<file path="src/design/dma_cmd_pkg.sv">
package dma_cmd_pkg;
  // register byte offsets on the apb port
  localparam logic [7:0] OFF_CMD_PTR = 8'h00;
  localparam logic [7:0] OFF_CTL = 8'h04;
  localparam logic [7:0] OFF_STATE = 8'h08;
  localparam logic [7:0] OFF_IRQ_SEL = 8'h0c;
  localparam logic [7:0] OFF_JMP_SEL = 8'h10;
  localparam logic [7:0] OFF_PAUSE_SEL = 8'h14;
  localparam logic [7:0] OFF_ADDR2 = 8'h18;
  // channel_state_word bit positions
  localparam int BIT_RUN = 15;
  localparam int BIT_FLUSH = 13;
  localparam int BIT_ACTIVE = 10;
  localparam logic [15:0] ACTIVE_MASK = 16'h0400;
  localparam logic [15:0] CTL_RESET = 16'h0000;
  // descriptor word 3 fields
  localparam int CMD_HI = 31;
  localparam int CMD_LO = 28;
  localparam int KEY_HI = 26;
  localparam int KEY_LO = 24;
  localparam int IRQ_HI = 21;
  localparam int IRQ_LO = 20;
  localparam int JMP_HI = 19;
  localparam int JMP_LO = 18;
  localparam int PAUSE_HI = 17;
  localparam int PAUSE_LO = 16;
  localparam int CNT_HI = 15;
  // condition select layout: mask in 23:16, value in 7:0
  localparam int SEL_MASK_LO = 16;
  localparam logic [31:0] DESC_STRIDE = 32'h0000_0010;
  localparam logic [31:0] WORD3_OFS = 32'h0000_000c;
  // command codes
  localparam logic [3:0] CMD_OUT_MORE = 4'h0;
  localparam logic [3:0] CMD_OUT_LAST = 4'h1;
  localparam logic [3:0] CMD_IN_MORE = 4'h2;
  localparam logic [3:0] CMD_IN_LAST = 4'h3;
  localparam logic [3:0] CMD_STORE = 4'h4;
  localparam logic [3:0] CMD_LOAD = 4'h5;
  localparam logic [3:0] CMD_NOP = 4'h6;
  // key codes above the four stream_port_keys
  localparam logic [2:0] KEY_REGS = 3'h5;
  localparam logic [2:0] KEY_SYSTEM = 3'h6;
  localparam logic [2:0] KEY_DEVICE = 3'h7;
  // address spaces on the memory port
  localparam logic [1:0] SPC_SYS = 2'h0;
  localparam logic [1:0] SPC_DEV = 2'h1;
  localparam logic [1:0] SPC_REGS = 2'h2;
  localparam logic [1:0] SPC_STREAM = 2'h3;
  // action field codes
  localparam logic [1:0] ACT_NEVER = 2'h0;
  localparam logic [1:0] ACT_SET = 2'h1;
  localparam logic [1:0] ACT_CLR = 2'h2;
  localparam logic [1:0] ACT_ALWAYS = 2'h3;
  // zero means no interrupt pin: the irq field is ignored
  localparam logic HAS_IRQ_PIN = 1'b1;

  typedef struct packed {
    logic we;
    logic [1:0] space;
    logic [2:0] nbytes;
    logic [31:0] addr;
    logic [31:0] wdata;
  } mem_cmd_t;

  typedef struct packed {
    logic to_mem;
    logic [2:0] key;
    logic [1:0] space;
    logic [31:0] mem_addr;
    logic [31:0] addr2;
    logic [15:0] count;
  } xfer_cmd_t;
endpackage : dma_cmd_pkg

</file>
<file path="src/design/descriptor_dma_cmd_exec.sv">
`timescale 1ns/1ps
// Summary of operation
// - stream commands: word 2 is memory buffer
// - immediate commands: key selects address space
// - keyed input/output uses second_address_pointer
// - key 0-3 stream, 5 regs, 6 system, 7 device
// - interrupt condition: masked status equals masked value
// - irq field: never, set, cleared, always
// - simpler interrupt condition is allowed
// - no interrupt pin: ignore irq field
// - branch condition: masked status equals masked value
// - branch field: never, set, cleared, always
// - pointer takes next descriptor or branch target
// - word 1 is branch target or immediate
// - wait condition: masked status equals masked value
// - wait field: never, set, cleared, always
// - wait precedes status, branch, interrupt, fetch
// - byte count from word 3 bits 15-0
// - status into word 0, active forced one
// - flush writes partial status with flush set
// - device may raise flush itself
// - residual count into word 0 bits 15-0
// - status and residual in one write
module descriptor_dma_cmd_exec (
  input wire logic ref_clk_i,
  input wire logic resetn_i,
  input wire logic psel_i,
  input wire logic penable_i,
  input wire logic pwrite_i,
  input wire logic [7:0] paddr_i,
  input wire logic [31:0] pwdata_i,
  output logic [31:0] prdata_o,
  output logic pready_o,
  output logic pslverr_o,
  output logic mem_req_o,
  output dma_cmd_pkg::mem_cmd_t mem_cmd_o,
  input wire logic mem_ack_i,
  input wire logic [31:0] mem_rdata_i,
  output logic xfer_start_o,
  output dma_cmd_pkg::xfer_cmd_t xfer_cmd_o,
  input wire logic xfer_done_i,
  input wire logic [15:0] xfer_residual_i,
  input wire logic [15:0] xfer_remaining_i,
  input wire logic dev_flush_req_i,
  output logic irq_o
);
  typedef enum logic [3:0] {
    ST_IDLE, ST_FETCH, ST_DECODE, ST_XFER, ST_FLUSHWR, ST_IMM, ST_PAUSE, ST_STATWR, ST_NEXT
  } exec_state_t;

  exec_state_t state_reg;
  logic [31:0] cmd_ptr_reg;
  logic [31:0] addr2_reg;
  logic [15:0] ctl_reg;
  logic [15:0] ctl_next;
  logic active_reg;
  logic [15:0] irq_sel_reg;
  logic [15:0] jmp_sel_reg;
  logic [15:0] pause_sel_reg;
  logic [31:0] w3_reg;
  logic [31:0] w2_reg;
  logic [31:0] w1_reg;
  logic [1:0] idx_reg;
  logic [1:0] idx_dec;
  logic [15:0] residual_reg;
  logic done_pend_reg;
  logic [15:0] done_res_reg;
  logic apb_wr;
  logic [3:0] cmd_f;
  logic [2:0] key_f;
  logic [2:0] imm_bytes;
  logic irq_cond;
  logic jmp_cond;
  logic pause_cond;
  logic pause_now;
  logic take_jump;

  // masked equality of the general_status_bits against a select word
  function automatic logic sel_match(input logic [15:0] sel, input logic [7:0] sbits);
    sel_match = (sbits & sel[15:8]) == (sel[7:0] & sel[15:8]);
  endfunction : sel_match

  // shared action decode for the irq, jump and pause fields
  function automatic logic act_decide(input logic [1:0] code, input logic cond);
    case (code)
      dma_cmd_pkg::ACT_SET: act_decide = cond;
      dma_cmd_pkg::ACT_CLR: act_decide = !cond;
      dma_cmd_pkg::ACT_ALWAYS: act_decide = 1'b1;
      default: act_decide = 1'b0;
    endcase
  endfunction : act_decide

  // key to address space
  function automatic logic [1:0] key_space(input logic [2:0] key);
    case (key)
      dma_cmd_pkg::KEY_REGS: key_space = dma_cmd_pkg::SPC_REGS;
      dma_cmd_pkg::KEY_SYSTEM: key_space = dma_cmd_pkg::SPC_SYS;
      dma_cmd_pkg::KEY_DEVICE: key_space = dma_cmd_pkg::SPC_DEV;
      default: key_space = dma_cmd_pkg::SPC_STREAM;
    endcase
  endfunction : key_space

  // descriptor field views
  assign cmd_f = w3_reg[dma_cmd_pkg::CMD_HI:dma_cmd_pkg::CMD_LO];
  assign key_f = w3_reg[dma_cmd_pkg::KEY_HI:dma_cmd_pkg::KEY_LO];
  assign idx_dec = idx_reg - 2'h1;
  // immediate size: 0b00x -> 1, 0b01x -> 2, 0b1xx -> 4
  assign imm_bytes = w3_reg[2] ? 3'h4 : (w3_reg[1] ? 3'h2 : 3'h1);

  // full masked compare kept; cheaper forms are allowed but unused
  assign irq_cond = sel_match(irq_sel_reg, ctl_reg[7:0]);
  assign jmp_cond = sel_match(jmp_sel_reg, ctl_reg[7:0]);
  assign pause_cond = sel_match(pause_sel_reg, ctl_reg[7:0]);
  assign pause_now = act_decide(w3_reg[dma_cmd_pkg::PAUSE_HI:dma_cmd_pkg::PAUSE_LO],
    pause_cond);
  // immediates carry a reserved zero branch field, so only transfers and nop jump
  assign take_jump = (cmd_f <= dma_cmd_pkg::CMD_IN_LAST || cmd_f == dma_cmd_pkg::CMD_NOP)
    && act_decide(w3_reg[dma_cmd_pkg::JMP_HI:dma_cmd_pkg::JMP_LO], jmp_cond);

  assign apb_wr = psel_i && penable_i && pwrite_i && pready_o;
  // control write: upper half is a bit mask for the lower half
  assign ctl_next = (ctl_reg & ~pwdata_i[31:16]) | (pwdata_i[15:0] & pwdata_i[31:16]);

  // apb slave: answer one cycle after setup, read data sampled in setup, write data in access
  always_ff @(posedge ref_clk_i or negedge resetn_i)
  begin
    if (!resetn_i)
    begin
      pready_o <= 1'b0;
      prdata_o <= 32'h0000_0000;
      pslverr_o <= 1'b0;
    end
    else
    begin
      pready_o <= psel_i && !penable_i;
      pslverr_o <= 1'b0;
      if (psel_i && !penable_i)
      begin
        case (paddr_i)
          dma_cmd_pkg::OFF_CMD_PTR: prdata_o <= cmd_ptr_reg;
          dma_cmd_pkg::OFF_CTL: prdata_o <= {16'h0000, ctl_reg};
          dma_cmd_pkg::OFF_STATE: prdata_o <= {16'h0000,
            ctl_reg | (active_reg ? dma_cmd_pkg::ACTIVE_MASK : 16'h0000)};
          dma_cmd_pkg::OFF_IRQ_SEL: prdata_o <= {8'h00, irq_sel_reg[15:8], 8'h00, irq_sel_reg[7:0]};
          dma_cmd_pkg::OFF_JMP_SEL: prdata_o <= {8'h00, jmp_sel_reg[15:8], 8'h00, jmp_sel_reg[7:0]};
          dma_cmd_pkg::OFF_PAUSE_SEL:
            prdata_o <= {8'h00, pause_sel_reg[15:8], 8'h00, pause_sel_reg[7:0]};
          dma_cmd_pkg::OFF_ADDR2: prdata_o <= addr2_reg;
          default:
          begin
            prdata_o <= 32'h0000_0000;
            pslverr_o <= 1'b1; // unmapped address
          end
        endcase
      end
    end
  end

  // select registers and second address pointer
  always_ff @(posedge ref_clk_i or negedge resetn_i)
  begin
    if (!resetn_i)
    begin
      irq_sel_reg <= 16'h0000;
      jmp_sel_reg <= 16'h0000;
      pause_sel_reg <= 16'h0000;
      addr2_reg <= 32'h0000_0000;
    end
    else if (apb_wr)
    begin
      case (paddr_i)
        dma_cmd_pkg::OFF_IRQ_SEL: irq_sel_reg <= {pwdata_i[23:16], pwdata_i[7:0]};
        dma_cmd_pkg::OFF_JMP_SEL: jmp_sel_reg <= {pwdata_i[23:16], pwdata_i[7:0]};
        dma_cmd_pkg::OFF_PAUSE_SEL: pause_sel_reg <= {pwdata_i[23:16], pwdata_i[7:0]};
        dma_cmd_pkg::OFF_ADDR2: addr2_reg <= pwdata_i;
        default: ;
      endcase
    end
  end

  // channel_control_word: software write, hardware flush clear, device flush set last
  always_ff @(posedge ref_clk_i or negedge resetn_i)
  begin
    if (!resetn_i)
      ctl_reg <= dma_cmd_pkg::CTL_RESET;
    else
    begin
      if (apb_wr && paddr_i == dma_cmd_pkg::OFF_CTL)
        ctl_reg <= ctl_next;
      if (state_reg == ST_FLUSHWR && mem_ack_i)
        ctl_reg[dma_cmd_pkg::BIT_FLUSH] <= 1'b0;
      if (dev_flush_req_i)
        ctl_reg[dma_cmd_pkg::BIT_FLUSH] <= 1'b1;
    end
  end

  // active: cleared by stop, set by any control write that leaves run high
  always_ff @(posedge ref_clk_i or negedge resetn_i)
  begin
    if (!resetn_i)
      active_reg <= 1'b0;
    else
    begin
      if (state_reg == ST_DECODE && cmd_f > dma_cmd_pkg::CMD_NOP)
        active_reg <= 1'b0;
      if (apb_wr && paddr_i == dma_cmd_pkg::OFF_CTL && ctl_next[dma_cmd_pkg::BIT_RUN])
        active_reg <= 1'b1;
    end
  end

  // done can arrive while a flush report is in flight, so it is held here
  always_ff @(posedge ref_clk_i or negedge resetn_i)
  begin
    if (!resetn_i)
    begin
      done_pend_reg <= 1'b0;
      done_res_reg <= 16'h0000;
    end
    else
    begin
      if (state_reg == ST_XFER && !ctl_reg[dma_cmd_pkg::BIT_FLUSH])
        done_pend_reg <= 1'b0;
      if (xfer_done_i)
      begin
        done_pend_reg <= 1'b1;
        done_res_reg <= xfer_residual_i;
      end
    end
  end

  // command sequencer with its memory and transfer ports
  always_ff @(posedge ref_clk_i or negedge resetn_i)
  begin
    if (!resetn_i)
    begin
      state_reg <= ST_IDLE;
      cmd_ptr_reg <= 32'h0000_0000;
      w3_reg <= 32'h0000_0000;
      w2_reg <= 32'h0000_0000;
      w1_reg <= 32'h0000_0000;
      idx_reg <= 2'h0;
      residual_reg <= 16'h0000;
      mem_req_o <= 1'b0;
      mem_cmd_o <= '0;
      xfer_start_o <= 1'b0;
      xfer_cmd_o <= '0;
      irq_o <= 1'b0;
    end
    else
    begin
      xfer_start_o <= 1'b0;
      irq_o <= 1'b0;
      case (state_reg)
        ST_IDLE:
        begin
          // pointer only loads while the channel is idle
          if (apb_wr && paddr_i == dma_cmd_pkg::OFF_CMD_PTR)
            cmd_ptr_reg <= pwdata_i;
          else if (ctl_reg[dma_cmd_pkg::BIT_RUN] && active_reg)
          begin
            state_reg <= ST_FETCH;
            idx_reg <= 2'h3;
            mem_req_o <= 1'b1;
            mem_cmd_o <= '{we: 1'b0, space: dma_cmd_pkg::SPC_SYS, nbytes: 3'h4,
              addr: cmd_ptr_reg + dma_cmd_pkg::WORD3_OFS, wdata: 32'h0000_0000};
          end
        end
        ST_FETCH:
        begin
          // words 3, 2, 1 fetched high to low; word 0 is only written
          if (mem_ack_i)
          begin
            case (idx_reg)
              2'h3: w3_reg <= mem_rdata_i;
              2'h2: w2_reg <= mem_rdata_i;
              default: w1_reg <= mem_rdata_i;
            endcase
            if (idx_reg == 2'h1)
            begin
              mem_req_o <= 1'b0;
              state_reg <= ST_DECODE;
            end
            else
            begin
              idx_reg <= idx_dec;
              mem_cmd_o.addr <= cmd_ptr_reg + {28'h0000000, idx_dec, 2'b00};
            end
          end
        end
        ST_DECODE:
        begin
          residual_reg <= 16'h0000;
          case (cmd_f)
            dma_cmd_pkg::CMD_OUT_MORE, dma_cmd_pkg::CMD_OUT_LAST,
            dma_cmd_pkg::CMD_IN_MORE, dma_cmd_pkg::CMD_IN_LAST:
            begin
              xfer_start_o <= 1'b1;
              xfer_cmd_o.to_mem <= cmd_f[1];
              xfer_cmd_o.key <= key_f;
              xfer_cmd_o.space <= key_space(key_f);
              xfer_cmd_o.mem_addr <= w2_reg;
              xfer_cmd_o.addr2 <= addr2_reg;
              xfer_cmd_o.count <= w3_reg[dma_cmd_pkg::CNT_HI:0];
              state_reg <= ST_XFER;
            end
            dma_cmd_pkg::CMD_STORE, dma_cmd_pkg::CMD_LOAD:
            begin
              // stream keys here are a software error; result left undefined
              mem_req_o <= 1'b1;
              mem_cmd_o.we <= (cmd_f == dma_cmd_pkg::CMD_STORE);
              mem_cmd_o.space <= key_space(key_f);
              mem_cmd_o.nbytes <= imm_bytes;
              mem_cmd_o.addr <= {w2_reg[31:2], w2_reg[1] & ~imm_bytes[2],
                w2_reg[0] & imm_bytes[0]};
              mem_cmd_o.wdata <= w1_reg;
              state_reg <= ST_IMM;
            end
            dma_cmd_pkg::CMD_NOP: state_reg <= ST_PAUSE;
            default: state_reg <= ST_IDLE; // stop and reserved codes
          endcase
        end
        ST_XFER:
        begin
          if (ctl_reg[dma_cmd_pkg::BIT_FLUSH])
          begin
            // partial report: status with flush set and bytes still to go
            mem_req_o <= 1'b1;
            mem_cmd_o <= '{we: 1'b1, space: dma_cmd_pkg::SPC_SYS, nbytes: 3'h4,
              addr: cmd_ptr_reg, wdata: {ctl_reg | dma_cmd_pkg::ACTIVE_MASK,
              xfer_remaining_i}};
            state_reg <= ST_FLUSHWR;
          end
          else if (done_pend_reg)
          begin
            residual_reg <= done_res_reg;
            state_reg <= ST_PAUSE;
          end
        end
        ST_FLUSHWR:
        begin
          if (mem_ack_i)
          begin
            mem_req_o <= 1'b0;
            state_reg <= ST_XFER;
          end
        end
        ST_IMM:
        begin
          if (mem_ack_i)
          begin
            mem_req_o <= 1'b0;
            if (!mem_cmd_o.we)
              w1_reg <= mem_rdata_i;
            state_reg <= ST_PAUSE;
          end
        end
        ST_PAUSE:
        begin
          // condition sampled every cycle; completion waits here
          if (!pause_now)
          begin
            mem_req_o <= 1'b1;
            mem_cmd_o <= '{we: 1'b1, space: dma_cmd_pkg::SPC_SYS, nbytes: 3'h4,
              addr: cmd_ptr_reg, wdata: {ctl_reg | dma_cmd_pkg::ACTIVE_MASK,
              residual_reg}};
            state_reg <= ST_STATWR;
          end
        end
        ST_STATWR:
        begin
          if (mem_ack_i)
          begin
            mem_req_o <= 1'b0;
            irq_o <= dma_cmd_pkg::HAS_IRQ_PIN && act_decide(
              w3_reg[dma_cmd_pkg::IRQ_HI:dma_cmd_pkg::IRQ_LO], irq_cond);
            state_reg <= ST_NEXT;
          end
        end
        ST_NEXT:
        begin
          cmd_ptr_reg <= take_jump ? w1_reg : cmd_ptr_reg + dma_cmd_pkg::DESC_STRIDE;
          state_reg <= ST_IDLE;
        end
        default: state_reg <= ST_IDLE;
      endcase
    end
  end
endmodule : descriptor_dma_cmd_exec

</file>
<file path="config.mk">
export PLATFORM = sky130hd
export DESIGN_NAME = descriptor_dma_cmd_exec
export DESIGN_NICKNAME = d
export VERILOG_FILES = /design/src/design/dma_cmd_pkg.sv /design/src/design/descriptor_dma_cmd_exec.sv
export SDC_FILE = /design/constraint.sdc
export NUM_CORES = 1
export LEC_CHECK = 0
export ABC_AREA = 0
export BUFFER_PORTS_ARGS = -buffer_cell sky130_fd_sc_hd__buf_2
export CORE_MARGIN = 4
export CORE_UTILIZATION = 50
export CTS_BUF_LIST = sky130_fd_sc_hd__clkbuf_8 sky130_fd_sc_hd__clkbuf_16
export DETAILED_ROUTE_END_ITERATION = 10
export MAX_ROUTING_LAYER = met4
export PLACE_DENSITY_LB_ADDON = 0.08
export SYNTH_ARGS = -nofsm -noshare
export SYNTH_HDL_FRONTEND = slang
export SYNTH_SLANG_ARGS = --single-unit
</file>
<file path="constraint.sdc">
create_clock -name ref_clk_i -period 3.24 [get_ports ref_clk_i]
set_clock_uncertainty 0.2 [all_clocks]
set_input_delay 0 -clock ref_clk_i [delete_from_list [all_inputs] [get_ports ref_clk_i]]
set_output_delay 0 -clock ref_clk_i [all_outputs]
set_load 0.005 [all_outputs]
</file>
Word level (Yosys, flattened, before mapping)
Index checks and enable logic that the tools add are counted.

operators by class
  multiplexer cells = 68
  add/sub/neg operators = 4
  order comparisons = 2
  bitwise operators = 14
  reductions and logical operators = 51
  equality and inequality tests = 56

operators with widths
  operator                 number
  $mux W70                 5
  $mux W32                 8
  $pmux W32 S7             1
  $pmux W32 S5             1
  $pmux W32 S2             2
  $pmux W32 S4             1
  $and A8 B8 Y8            6
  $mux W4                  10
  $add A32 B4 Y32          1
  $add A32 B4 Y32 const B  1
  $add A32 B5 Y32 const B  1
  $and A16 B16 Y16         2
  $mux W16                 2
  $pmux W16 S2             1
  $pmux W4 S8              1
  $ne A2 B2 Y1 const B     15
  $eq A4 B3 Y1 const B     7
  $eq A8 B5 Y1 const B     3
  $eq A8 B8 Y1             3
  $pmux W6 S4              1
  $mux W1                  20
  $reduce_and A9 Y1        2
  $eq A2 B2 Y1 const B     8
  $eq A4 B2 Y1 const B     4
  other kinds (44)         89

storage, ports and cells
  logic and storage cells = 228
  input bits = 112
  register bits after elaboration = 457

Longest topological paths before layout
Gate-level depths: netlist of run 1.

  depth after elaboration = 7
  gate-level depth with buffers = 13
  depth with buffers taken out = 10

Worst setup path before layout of run 1
OpenSTA, ideal clock, no wires.

  kind = reg-to-reg
  start = register state_reg[2]
  end = register mem_cmd_o[46] (netlist name)
  data required time = 2.913 ns
  path slack = 0.028 ns
  arrival time = 2.884 ns
  library setup time = 0.127 ns
  cell stages (with the launch flop) = 13
  path buffers = 4
  cells stage by stage = dfrtp_1 > buf_4 > clkbuf_1 > nor3_1 > nand2_1 > ha_1 > fa_1 > clkbuf_1 > and4_1 > buf_2 > nor3b_1 > a221o_1 > mux2_1

on the way
  longest elaborated chain between the ends = 3

ends and longest elaborated chain
  what                                                               line                            source
  from (decl)                                                        descriptor_dma_cmd_exec.sv:51   exec_state_t state_reg;
  from (signal assigned)                                             descriptor_dma_cmd_exec.sv:236  state_reg <= ST_IDLE;
  from (signal assigned)                                             descriptor_dma_cmd_exec.sv:261  state_reg <= ST_FETCH;
  from (signal assigned)                                             descriptor_dma_cmd_exec.sv:281  state_reg <= ST_DECODE;
  $eq A4 B2 Y1, or another cell as far along                         descriptor_dma_cmd_exec.sv:253  case (state_reg)
  $reduce_bool A5 Y1 (no source line), or another cell as far along  --
  $reduce_and A8 Y1 (no source line)                                 --
  to (signal assigned)                                               descriptor_dma_cmd_exec.sv:264  mem_cmd_o <= '{we: 1'b0, space: dma_cmd_pkg::SPC_SYS, nbytes: 3'h4,
  to (signal assigned)                                               descriptor_dma_cmd_exec.sv:328  mem_cmd_o <= '{we: 1'b1, space: dma_cmd_pkg::SPC_SYS, nbytes: 3'h4,
  to (signal assigned)                                               descriptor_dma_cmd_exec.sv:363  mem_cmd_o <= '{we: 1'b1, space: dma_cmd_pkg::SPC_SYS, nbytes: 3'h4,
  to (decl)                                                          descriptor_dma_cmd_exec.sv:36   output dma_cmd_pkg::mem_cmd_t mem_cmd_o,

Parallel ways exist; a longest one is shown, timed or not.
A chain may end at the register's enable or synchronous reset.

Worst setup path after layout of run 1
  start = input paddr_i[6]
  end = register prdata_o[10]

on the way
  longest elaborated chain between the ends = 2

ends and longest elaborated chain
  what                                        line                            source
  from (decl)                                 descriptor_dma_cmd_exec.sv:30   input wire logic [7:0] paddr_i,
  $eq A8 B5 Y1, or another cell as far along  descriptor_dma_cmd_exec.sv:139  case (paddr_i)
  $pmux W32 S7 (*)                            descriptor_dma_cmd_exec.sv:139
  to (signal assigned)                        descriptor_dma_cmd_exec.sv:140  dma_cmd_pkg::OFF_CMD_PTR: prdata_o <= cmd_ptr_reg;
  to (signal assigned)                        descriptor_dma_cmd_exec.sv:141  dma_cmd_pkg::OFF_CTL: prdata_o <= {16'h0000, ctl_reg};
  to (signal assigned)                        descriptor_dma_cmd_exec.sv:142  dma_cmd_pkg::OFF_STATE: prdata_o <= {16'h0000,
  to (decl)                                   descriptor_dma_cmd_exec.sv:32   output logic [31:0] prdata_o,

Every way passes the cells marked *; elsewhere a longest branch is shown, timed or not.

==> results of run 1 <==
## metrics by stage
stage	hold slack [ns]	cell area (um2)	cells	utilization	setup slack (ns)
2_1_floorplan	-0.4956	20830	1664	-	0.02843
3_3_place_gp	-0.04594	23200	2441	0.5656	0.4523
3_5_place_dp	-0.04808	23200	2441	0.5656	0.3542
4_1_cts	0.001320	26450	2685	0.6450	0.09467
5_1_grt	0.02682	26480	2689	0.6457	0.02232
6_report	0.02165	26480	2689	0.6457	0.1685
## worst reg2reg max path, stage by stage (launching register included)
cell	delay, ns
dfrtp_1	0.34
nand4_1	0.19
nor3_1	0.19
buf_4	0.17
and3_1	0.15
dlygate4sd3_1	0.57
buf_6	0.21
nand2_1	0.10
mux2_2	0.27
dlygate4sd3_1	0.55
## area by class of cell
type / count / area share
Inverter: 31 / 0.004394
Antenna cell: 2 / 0.0001890
Tap cell: 532 / 0.02513
Clock inverter: 26 / 0.008693
Clock buffer: 66 / 0.05683
Multi-Input combinational cell: 1045 / 0.3324
Timing Repair Buffer: 533 / 0.1434
Sequential cell: 454 / 0.4290
## routing by layer
layer  share of wire  GRT usage  vias up
li1                -          -     7040
met1            0.43     0.4251     8255
met2            0.47     0.4797      593
met3           0.069    0.05460      129
met4           0.030    0.09144        0
met5               0          -        -
## logic make-up (layout without fill, tap and decap cells)
group / count (synthesis) / after routing / synth area share
flops: 454 / 454 / 0.5454
mux: 412 / 412 / 0.2197
compound gates: 299 / 299 / 0.1076
simple gates: 272 / 272 / 0.06403
buf+inv: 165 / 656 / 0.03562
xor+xnor: 55 / 55 / 0.02312
fa+ha+maj: 7 / 7 / 0.004565
other cells: 0 / 2 / 0
## cell usage in the layout (no fill, tap or decap), drive strengths merged, types with 47 or more instances in the layout
master / synthesis / routed
nand2: 91 / 91
mux2: 362 / 362
clkbuf: 71 / 66
dlygate4sd3: 0 / 152
mux2i: 50 / 50
o21ai: 59 / 59
a22oi: 47 / 47
nor2: 59 / 59
buf: 63 / 381
dfrtp: 454 / 454
## path summary, 6_finish.rpt
check                                      start                    endpoint  cells after the start
min reg2reg                mem_req_o$_DFFE_PN0P_       mem_req_o$_DFFE_PN0P_                      1
max in group asynchronous               resetn_i  xfer_cmd_o[69]$_DFFE_PN0P_                      4
min in group asynchronous               resetn_i  xfer_cmd_o[32]$_DFFE_PN0P_                      3
max reg2reg                   pready_o$_DFF_PN0_                    register                      9
max                                   paddr_i[6]    prdata_o[10]$_DFFE_PN0P_                      9
min                              mem_rdata_i[27]      w2_reg[27]$_DFFE_PN0P_                      3
## what timing repair did
| action | in CTS | in global routing |
|---|---|---|
| buffers inserted | 0 | 2 |
| endpoints found under the setup margin | 0 | 5 |
| gates resized for setup | 0 | 2 |
| hold buffers | 152 | 0 |
| hold endpoints to repair | 676 | 0 |
## power by group
| group | total [mW] | switching [mW] | internal (mW) |
|---|---|---|---|
| logic | 7.39 | 3.81 | 3.57 |
| clock network | 5.92 | 2.36 | 3.56 |
| registers | 8.67 | 1.50 | 7.16 |
==> results.py, run 1 <==
metrics = {
    "synthesis": {
        "yosysMostFrequentCell": "dfrtp_1",
        "synth_top_area_share": 0.5454,
        "synthTopCellsByArea": "dfrtp_1 55%, mux2_2 18%, mux2i_1 2.4%",
        "yosysSeqAreaShare": 0.5454,
        "ys_seq_elements": 454,
        "synth.distinct_cells": 67,
        "async_reset_ff_frac": 1.000,
        "syn-instance-count": 1664,
        "synth_edf_count": 0,
        "syn_avg_cell_area_um2": 12.52,
        "yosys-top-cells-count": "454 x dfrtp_1, 332 x mux2_2, 91 x nand2_1",
        "synth_area_mm2": 0.02083,
        "yosysTopAreaCell": "dfrtp_1",
        "synth_warnings": 0,
        "synth_fp_nets": 1783,
        "synth_flop_cell": "dfrtp_1",
    },
    "floorplan": {
        "fp.dieW_um": 212.1,
        "core_region_area_mm2": 0.04102,
        "pin_count": 305,
        "fp.dieH_um": 212.1,
        "die_area_mm2": 0.04499,
        "initial_core_util": 0.5079,
        "num_rows": 74,
    },
    "global_routing": {
        "antenna_found_initial": 3,
        "grt_pass1_vias": 16430,
        "grt-ovfl-total": 0,
        "grt_max_degree": 110,
        "grt_pass1_wl_um": 103200,
        "grt.total_usage": 0.3102,
    },
    "clock_tree": {
        "htree_levels": 2,
        "clock_latency_ns": 0.59,
        "cts.sinks": 454,
        "clk_pin_slew_ns": 0.06,
        "clk_root_buffer_cell": "clkbuf_16",
        "clock_path_buffers": 3,
        "cts_tree": "built",
        "numCtsBuffers": 50,
    },
    "timing": {
        "tightest_slew_ns": 1.264,
        "fin_tns_setup_ns": 0,
        "rsz0062_at_grt": "no",
        "setup-violations-final": 0,
        "fmax_ghz": 0.3256,
        "period_share": 0.9480,
        "hold_viol_final": 0,
        "fin_crit_ns": 3.072,
        "drv_slew": 0,
        "slew_headroom": 0.1525,
    },
    "status": {
        "status": "complete, no violations",
    },
    "route": {
        "dr.pass1.iters": 7,
        "wl_um": 67950,
        "via_per_inst": 5.956,
        "ant_nets": 0,
        "drc": 0,
        "vias": 16020,
        "drt-initial-drc-count": 1355,
        "wl_per_cell_um": 25.27,
    },
    "cells_and_area": {
        "fill_cells": 3174,
        "regMostFlops": "xfer_cmd_o",
        "area_growth_pct": 27.14,
        "nNetsFinal": 2234,
        "seqCellArea_mm2": 0.01136,
        "drive_above_1_share": 0.3768,
        "top_regs": "xfer_cmd_o x86, mem_cmd_o x70",
        "multi_input_area_mm2": 0.008803,
        "largest_register_ffs": 86,
    },
    "worst_setup_path": {
        "cp_slowest_cell": "dlygate4sd3_1",
        "start_kind": "input port",
        "setup.worst_path.class": "input port to register",
        "slowest_delay_ns": 0.64,
        "crit_family": "buffers and inverters",
        "critPathBufInv": 5,
        "r2r_slack_ns": 0.19,
        "cp-end-kind": "register",
        "required_ns": 3.57,
        "cp_max_fo": 9,
        "crit_top_cell": "dlygate4sd3_1",
        "path_cells": "dlygate4sd3_1 -> buf_2 -> nor2b_1 -> dlygate4sd3_1 -> nor3b_4 -> a32oi_1 -> dlygate4sd3_1 -> a31oi_1 -> dlygate4sd3_1",
        "cp.arrival_ns": 3.40,
    },
    "placed_design": {
        "gp_congestion": 0.9079,
        "port_buffers": 304,
        "place_hpwl_um": 48320,
    },
    "power_and_ir_drop": {
        "power_density_mw_per_mm2": 829.7,
        "p_total_mw": 21.97,
        "p_leak_nw": 12.83,
        "vdd_drop_max_mv": 0.4500,
    },
    "job": {
        "drv_cap": 0,
    },
    "worst_hold_path": {
        "hold_class": "input port to register",
    },
}
No activity file was read; power rests on OpenSTA's default activity.
==> inputs of run 2 (changes only) <==
--- a/config.mk
+++ b/config.mk
@@ -7,12 +7,13 @@
 export LEC_CHECK = 0
 export ABC_AREA = 0
 export BUFFER_PORTS_ARGS = -buffer_cell sky130_fd_sc_hd__buf_2
+export CORE_ASPECT_RATIO = 1.25
 export CORE_MARGIN = 4
 export CORE_UTILIZATION = 50
-export CTS_BUF_LIST = sky130_fd_sc_hd__clkbuf_8 sky130_fd_sc_hd__clkbuf_16
+export CTS_BUF_LIST = sky130_fd_sc_hd__clkbuf_4
 export DETAILED_ROUTE_END_ITERATION = 10
 export MAX_ROUTING_LAYER = met4
-export PLACE_DENSITY_LB_ADDON = 0.08
+export PLACE_DENSITY = 0.74
 export SYNTH_ARGS = -nofsm -noshare
 export SYNTH_HDL_FRONTEND = slang
 export SYNTH_SLANG_ARGS = --single-unit
==> run 2 against run 1 <==
  * Cell area rose by 2.6%
  * Worst hold slack improved by 0.12 ns
  * Flip-flop and latch count did not move
  * Cell count rose by 8.1%
  * Wire length rose by 7.3%
  * First-iteration DRC count rose by 9.1%
  * Die area barely moved
  * Maximum frequency fell by 3.3%
  * Critical path type is now register to register
==> results.py, run 2 (synthesis gave the netlist of run 1 again) <==
metrics = {
    "status": {
        "status": "complete, no violations",
    },
    "worst_setup_path": {
        "path_cells": "nand4_1 -> nor3_1 -> buf_4 -> dlygate4sd3_1 -> and3_2 -> nand2_1 -> mux2i_2 -> o21bai_1 -> dlygate4sd3_1",
        "r2r-start": "pready_o$_DFF_PN0_",
        "crit_end": "ctl_reg[13]$_DFFE_PN0P_",
        "reg2reg_to": "ctl_reg[13]$_DFFE_PN0P_",
        "r2r_slack_ns": 0.06,
        "cp_slowest_cell": "dlygate4sd3_1",
        "rr_worst_depth": 9,
        "cp-end-kind": "register",
        "cp-startpoint": "pready_o$_DFF_PN0_",
        "cp.arrival_ns": 3.66,
        "cp_max_fo": 3,
        "required_ns": 3.72,
        "slowest_delay_ns": 0.59,
        "crit_top_cell": "dlygate4sd3_1",
        "start_kind": "register",
        "setup.worst_path.class": "register to register",
    },
    "route": {
        "wl_um": 72940,
        "wl_per_cell_um": 25.09,
        "drt-initial-drc-count": 1478,
        "ant_nets": 0,
        "vias": 17170,
        "via_per_inst": 5.906,
        "drc": 0,
        "dr.pass1.iters": 8,
    },
    "job": {
        "drv_cap": 0,
    },
    "timing": {
        "period_share": 0.9800,
        "rsz0062_at_grt": "no",
        "tightest_slew_ns": 1.139,
        "fin_tns_setup_ns": 0,
        "fmax_ghz": 0.3149,
        "hold_viol_final": 0,
        "drv_slew": 0,
        "setup-violations-final": 0,
        "holdWs_ns": 0.1410,
        "slew_headroom": 0.2365,
        "fin_crit_ns": 3.175,
    },
    "clock_tree": {
        "clock_latency_ns": 0.89,
        "clk_pin_slew_ns": 0.07,
        "numCtsBuffers": 109,
        "clock_path_buffers": 3,
        "cts.sinks": 454,
        "htree_levels": 3,
        "clk_root_buffer_cell": "clkbuf_4",
        "cts_tree": "built",
    },
    "power_and_ir_drop": {
        "power_density_mw_per_mm2": 778.5,
        "vdd_drop_max_mv": 0.5410,
        "p_leak_nw": 13.22,
    },
    "cells_and_area": {
        "area_growth_pct": 30.43,
        "utilization": 0.6607,
        "nNetsFinal": 2401,
        "fin_cells": 2907,
        "regMostFlops": "xfer_cmd_o",
        "drive_above_1_share": 0.3845,
        "most-common-layout-cells": "454 x dfrtp_1, 332 x mux2_2, 303 x buf_2",
        "multi_input_area_mm2": 0.008785,
        "final_common_cell": "dfrtp_1",
        "largest_register_ffs": 86,
        "fill_cells": 3114,
        "seqCellArea_mm2": 0.01136,
        "top_regs": "xfer_cmd_o x86, mem_cmd_o x70",
    },
    "global_routing": {
        "grt_pass1_vias": 18040,
        "grt_pass1_wl_um": 110300,
        "grt-ovfl-total": 0,
        "grt.total_usage": 0.3307,
        "antenna_found_initial": 1,
        "grt_max_degree": 73,
    },
    "floorplan": {
        "die_area_mm2": 0.04501,
        "fp.dieW_um": 190.6,
        "initial_core_util": 0.5065,
        "core_region_area_mm2": 0.04112,
        "pin_count": 305,
        "num_rows": 83,
        "fp.dieH_um": 236.2,
    },
    "placed_design": {
        "place_hpwl_um": 48250,
        "gp_congestion": 0.9167,
        "port_buffers": 304,
        "placed_cells_incl_taps": 2473,
    },
    "worst_hold_path": {
        "hold_class": "input port to register",
        "hp-start": "penable_i",
    },
}
-- run 2: cell count changes in the layout (fill, tap and decap cells not counted), moves of 11 or more --
cell and delta:
buf_4 +13, clkinv_1 +20, clkbuf_8 -13, dlygate4sd3_1 +97
clkbuf_4 +151, clkbuf_16 -53, inv_1 -11
-- run 2: area by class of cell --
cell class	count	share of cell area
antenna	1	0.00009210
clock buffer	151	0.04172
clock inverter	32	0.008796
inverter	31	0.004283
multi-input combinational	1045	0.3233
sequential	454	0.4181
tap	552	0.02542
timing repair buffer	641	0.1782
-- run 2: worst min-delay path by stage --
stage / endpoint / cells after the start
floorplan: async pin / 0
global placement: xfer_cmd_o[22]$_DFFE_PN0P_ / 1
detailed placement: xfer_cmd_o[22]$_DFFE_PN0P_ / 1
CTS: prdata_o[12]$_DFFE_PN0P_ / 5
global route: w2_reg[28]$_DFFE_PN0P_ / 4
finish: prdata_o[12]$_DFFE_PN0P_ / 5
-- run 2: critical path: cells and delay by family, from the launching register on --
family	cells	cell delay, ns
DFF	1	0.35
buffers and inverters	3	1.34
AOI/OAI and AO/OA	1	0.12
and+or+nand+nor	4	0.68
muxes	1	0.28
-- run 2: power by group --
| group | switching, mW | total [mW] | internal [mW] | leakage [nW] |
|---|---|---|---|---|
| clock network | 2.34 | 4.79 | 2.45 | 0.807 |
| registers | 1.48 | 8.64 | 7.16 | 5.83 |
| logic | 4.02 | 7.72 | 3.70 | 6.59 |
| total | 7.84 | 21.2 | 13.3 | 13.2 |
-- run 2: metrics by stage --
| step | instance area (um2) | power (mW) | setup WS (ns) |
|---|---|---|---|
| final | 27170 | 21.15 | 0.06481 |
| after global routing | 27170 | 22.18 | 0.02713 |
| after CTS | 27170 | 20.97 | 0.005824 |
| after detailed placement | 23270 | 15.93 | 0.3461 |
| after global placement | 23270 | 15.72 | 0.3231 |
| after floorplan | 20830 | 12.65 | 0.02843 |
-- run 2: repair_timing --
item / in CTS / in global routing
resized for setup: 0 / 2
endpoints found under the hold margin: 762 / 0
hold buffers: 251 / 0
buffers inserted: 0 / 0
endpoints found under the setup margin: 0 / 10
-- run 2: per-layer routing --
metal | wire (um) | GRT usage | share of wire
met1 | 27620 | 0.3988 | 0.38
met2 | 35730 | 0.5293 | 0.49
met3 | 5708 | 0.06853 | 0.078
met4 | 3872 | 0.1657 | 0.053
met5 | 0 | - | 0
==> inputs of run 3 (changes only) <==
--- a/config.mk
+++ b/config.mk
@@ -12,8 +12,7 @@
 export CORE_UTILIZATION = 50
 export CTS_BUF_LIST = sky130_fd_sc_hd__clkbuf_4
 export DETAILED_ROUTE_END_ITERATION = 10
-export MAX_ROUTING_LAYER = met4
-export PLACE_DENSITY = 0.74
+export PLACE_DENSITY = 0.71
 export SYNTH_ARGS = -nofsm -noshare
 export SYNTH_HDL_FRONTEND = slang
 export SYNTH_SLANG_ARGS = --single-unit
==> constraint.sdc (replaced) <==
create_clock -name ref_clk_i -period 3.1 [get_ports ref_clk_i]
set_clock_uncertainty 0.2 [all_clocks]
set_input_delay 0 -clock ref_clk_i [delete_from_list [all_inputs] [get_ports ref_clk_i]]
set_output_delay 0 -clock ref_clk_i [all_outputs]
set_load 0.005 [all_outputs]
==> run 3 against run 2 <==
  * The flow now finishes with violations (negative hold slack)
  * Register-to-register slack improved by 0.05 ns
  * Die area stayed put
  * Sequential share of layout area grew 0.11 points
  * Wire length fell by 0.65%
  * Sequential power is 5.1% higher
  * Cell area down 0.26%
  * Worst hold slack worse by 0.15 ns
  * Non-clock buffer count fell by 1
  * First-iteration DRC count up 13%
  * Critical endpoint is now irq_sel_reg[2]$_DFFE_PN0P_
  * Highest routed layer unchanged
==> results.py, run 3 (synthesis gave the netlist of run 1 again) <==
metrics = {
    "cells_and_area": {
        "most-common-layout-cells": "454 x dfrtp_1, 332 x mux2_2, 303 x buf_2",
        "final_common_cell": "dfrtp_1",
        "nNetsFinal": 2400,
        "fin_cells": 2901,
        "area_growth_pct": 30.09,
        "top_regs": "xfer_cmd_o x86, mem_cmd_o x70",
        "drive_above_1_share": 0.3843,
        "largest_register_ffs": 86,
        "regMostFlops": "xfer_cmd_o",
    },
    "power_and_ir_drop": {
        "p_leak_nw": 13.19,
        "power_density_mw_per_mm2": 806.6,
        "p_int_mw": 13.72,
        "swShare": 0.3722,
        "vdd_drop_max_mv": 0.6301,
        "pwr-share-clk": 0.218,
        "p_seq_frac": 0.416,
        "p_sw_mw": 8.135,
        "power_frac_comb": 0.366,
    },
    "clock_tree": {
        "clock_path_buffers": 3,
        "htree_levels": 3,
        "postCtsSetupBuffers": 0,
        "cts.sinks": 454,
        "cts_tree": "built",
        "clock_latency_ns": 0.87,
        "numCtsBuffers": 109,
        "clk_pin_slew_ns": 0.06,
        "clk_root_buffer_cell": "clkbuf_4",
    },
    "global_routing": {
        "grt_max_degree": 80,
        "grt-ovfl-total": 0,
        "grt_pass1_wl_um": 109700,
        "grt_pass1_vias": 18010,
        "grt.total_usage": 0.3187,
        "antenna_found_initial": 2,
    },
    "floorplan": {
        "fp.dieW_um": 190.6,
        "num_rows": 83,
        "pin_count": 305,
        "die_area_mm2": 0.04501,
        "core_region_area_mm2": 0.04112,
        "fp.dieH_um": 236.2,
        "initial_core_util": 0.5065,
    },
    "worst_setup_path": {
        "rr_worst_depth": 7,
        "reg2reg_to": "addr2_reg[30]$_DFFE_PN0P_",
        "cp_max_fo": 16,
        "setup.worst_path.class": "input port to register",
        "start_kind": "input port",
        "crit_end": "irq_sel_reg[2]$_DFFE_PN0P_",
        "required_ns": 3.60,
        "cp.arrival_ns": 3.58,
        "r2r-start": "pready_o$_DFF_PN0_",
        "r2r_slack_ns": 0.11,
        "cp-end-kind": "register",
        "cp-startpoint": "paddr_i[7]",
    },
    "route": {
        "drt-initial-drc-count": 1665,
        "ant_nets": 0,
        "vias": 17200,
        "dr.pass1.iters": 6,
        "wl_um": 72470,
        "via_per_inst": 5.928,
        "wl_per_cell_um": 24.98,
        "drc": 0,
    },
    "timing": {
        "tightest_slew_ns": 1.214,
        "fin_crit_ns": 3.080,
        "setup_ws_ns": 0.01971,
        "setup-violations-final": 0,
        "holdWs_ns": -0.004186,
        "hold_viol_final": 1,
        "drv_slew": 0,
        "slew_headroom": 0.1859,
        "period_share": 0.9936,
        "fmax_ghz": 0.3246,
    },
    "placed_design": {
        "gp_congestion": 0.9647,
        "place_ws_ns": 0.1870,
        "place_hpwl_um": 48620,
        "placed_cells_incl_taps": 2475,
        "port_buffers": 304,
    },
    "status": {
        "violations": "negative hold slack",
        "status": "finished with violations",
    },
    "worst_hold_path": {
        "hold_class": "input port to register",
        "hold_depth": 8,
    },
    "job": {
        "drv_cap": 0,
    },
}
-- run 3: per-layer routing --
metal / routed length [um] / vias up / GRT usage
met5: 0 / - / 0
met4: 3987 / 0 / 0.1639
met3: 5564 / 210 / 0.07371
met2: 34920 / 892 / 0.5235
met1: 28000 / 8665 / 0.3937
li1: - / 7430 / -
-- run 3: worst min-delay path by stage --
stage	endpoint	start
after global placement	xfer_cmd_o[21]$_DFFE_PN0P_	resetn_i
after global routing	active_reg$_DFFE_PN0P_	pwrite_i
after detailed placement	xfer_cmd_o[21]$_DFFE_PN0P_	resetn_i
after floorplan	async pin	resetn_i
after CTS	prdata_o[16]$_DFFE_PN0P_	paddr_i[1]
final	active_reg$_DFFE_PN0P_	pwrite_i
-- run 3: power groups by stage --
stage | clock network, mW | logic [mW] | registers, mW
2_1_floorplan | 0 | 4.83 | 8.40
3_3_place_gp | 0 | 7.44 | 9.02
3_5_place_dp | 0 | 7.58 | 9.08
4_1_cts | 4.84 | 7.89 | 8.98
5_1_grt | 5.17 | 8.60 | 9.19
6_report | 4.77 | 8.00 | 9.08
-- run 3: critical path, stage by stage --
cell and delay (ns):
dlygate4sd3_1 0.53, buf_2 0.13, nor4_2 0.29, dlygate4sd3_1 0.63, nor2b_1 0.25, dlygate4sd3_1 0.68, and4b_1 0.23, nor2b_1 0.16
buf_4 0.30, mux2_2 0.37
-- run 3: what timing repair did --
item                       CTS  global route
hold endpoints to repair   776            10
setup endpoints to repair    0            10
hold buffers               247             1
resized for setup            0             3
-- run 3: per-stage QoR --
stage	power [mW]	instance area, um2	util	hold slack (ns)	TNS [ns]
floorplan	13.23	20840	-	-0.4956	0
global placement	16.46	23300	0.5666	-0.1592	0
detailed placement	16.66	23300	0.5666	-0.1585	0
CTS	21.70	27080	0.6585	0.01666	0
global route	22.96	27100	0.6589	0.04833	-0.5228
finish	21.86	27100	0.6589	-0.004186	0
-- run 3: final cells by class --
cell class / instances / area, um2
Clock inverter: 25 / 148.9
Timing Repair Buffer: 640 / 4843
Antenna cell: 2 / 5.005
Sequential cell: 454 / 11360
Tap cell: 552 / 690.7
Multi-Input combinational cell: 1045 / 8792
Inverter: 31 / 116.4
Clock buffer: 152 / 1141
Fill cell: 3142 / 14030
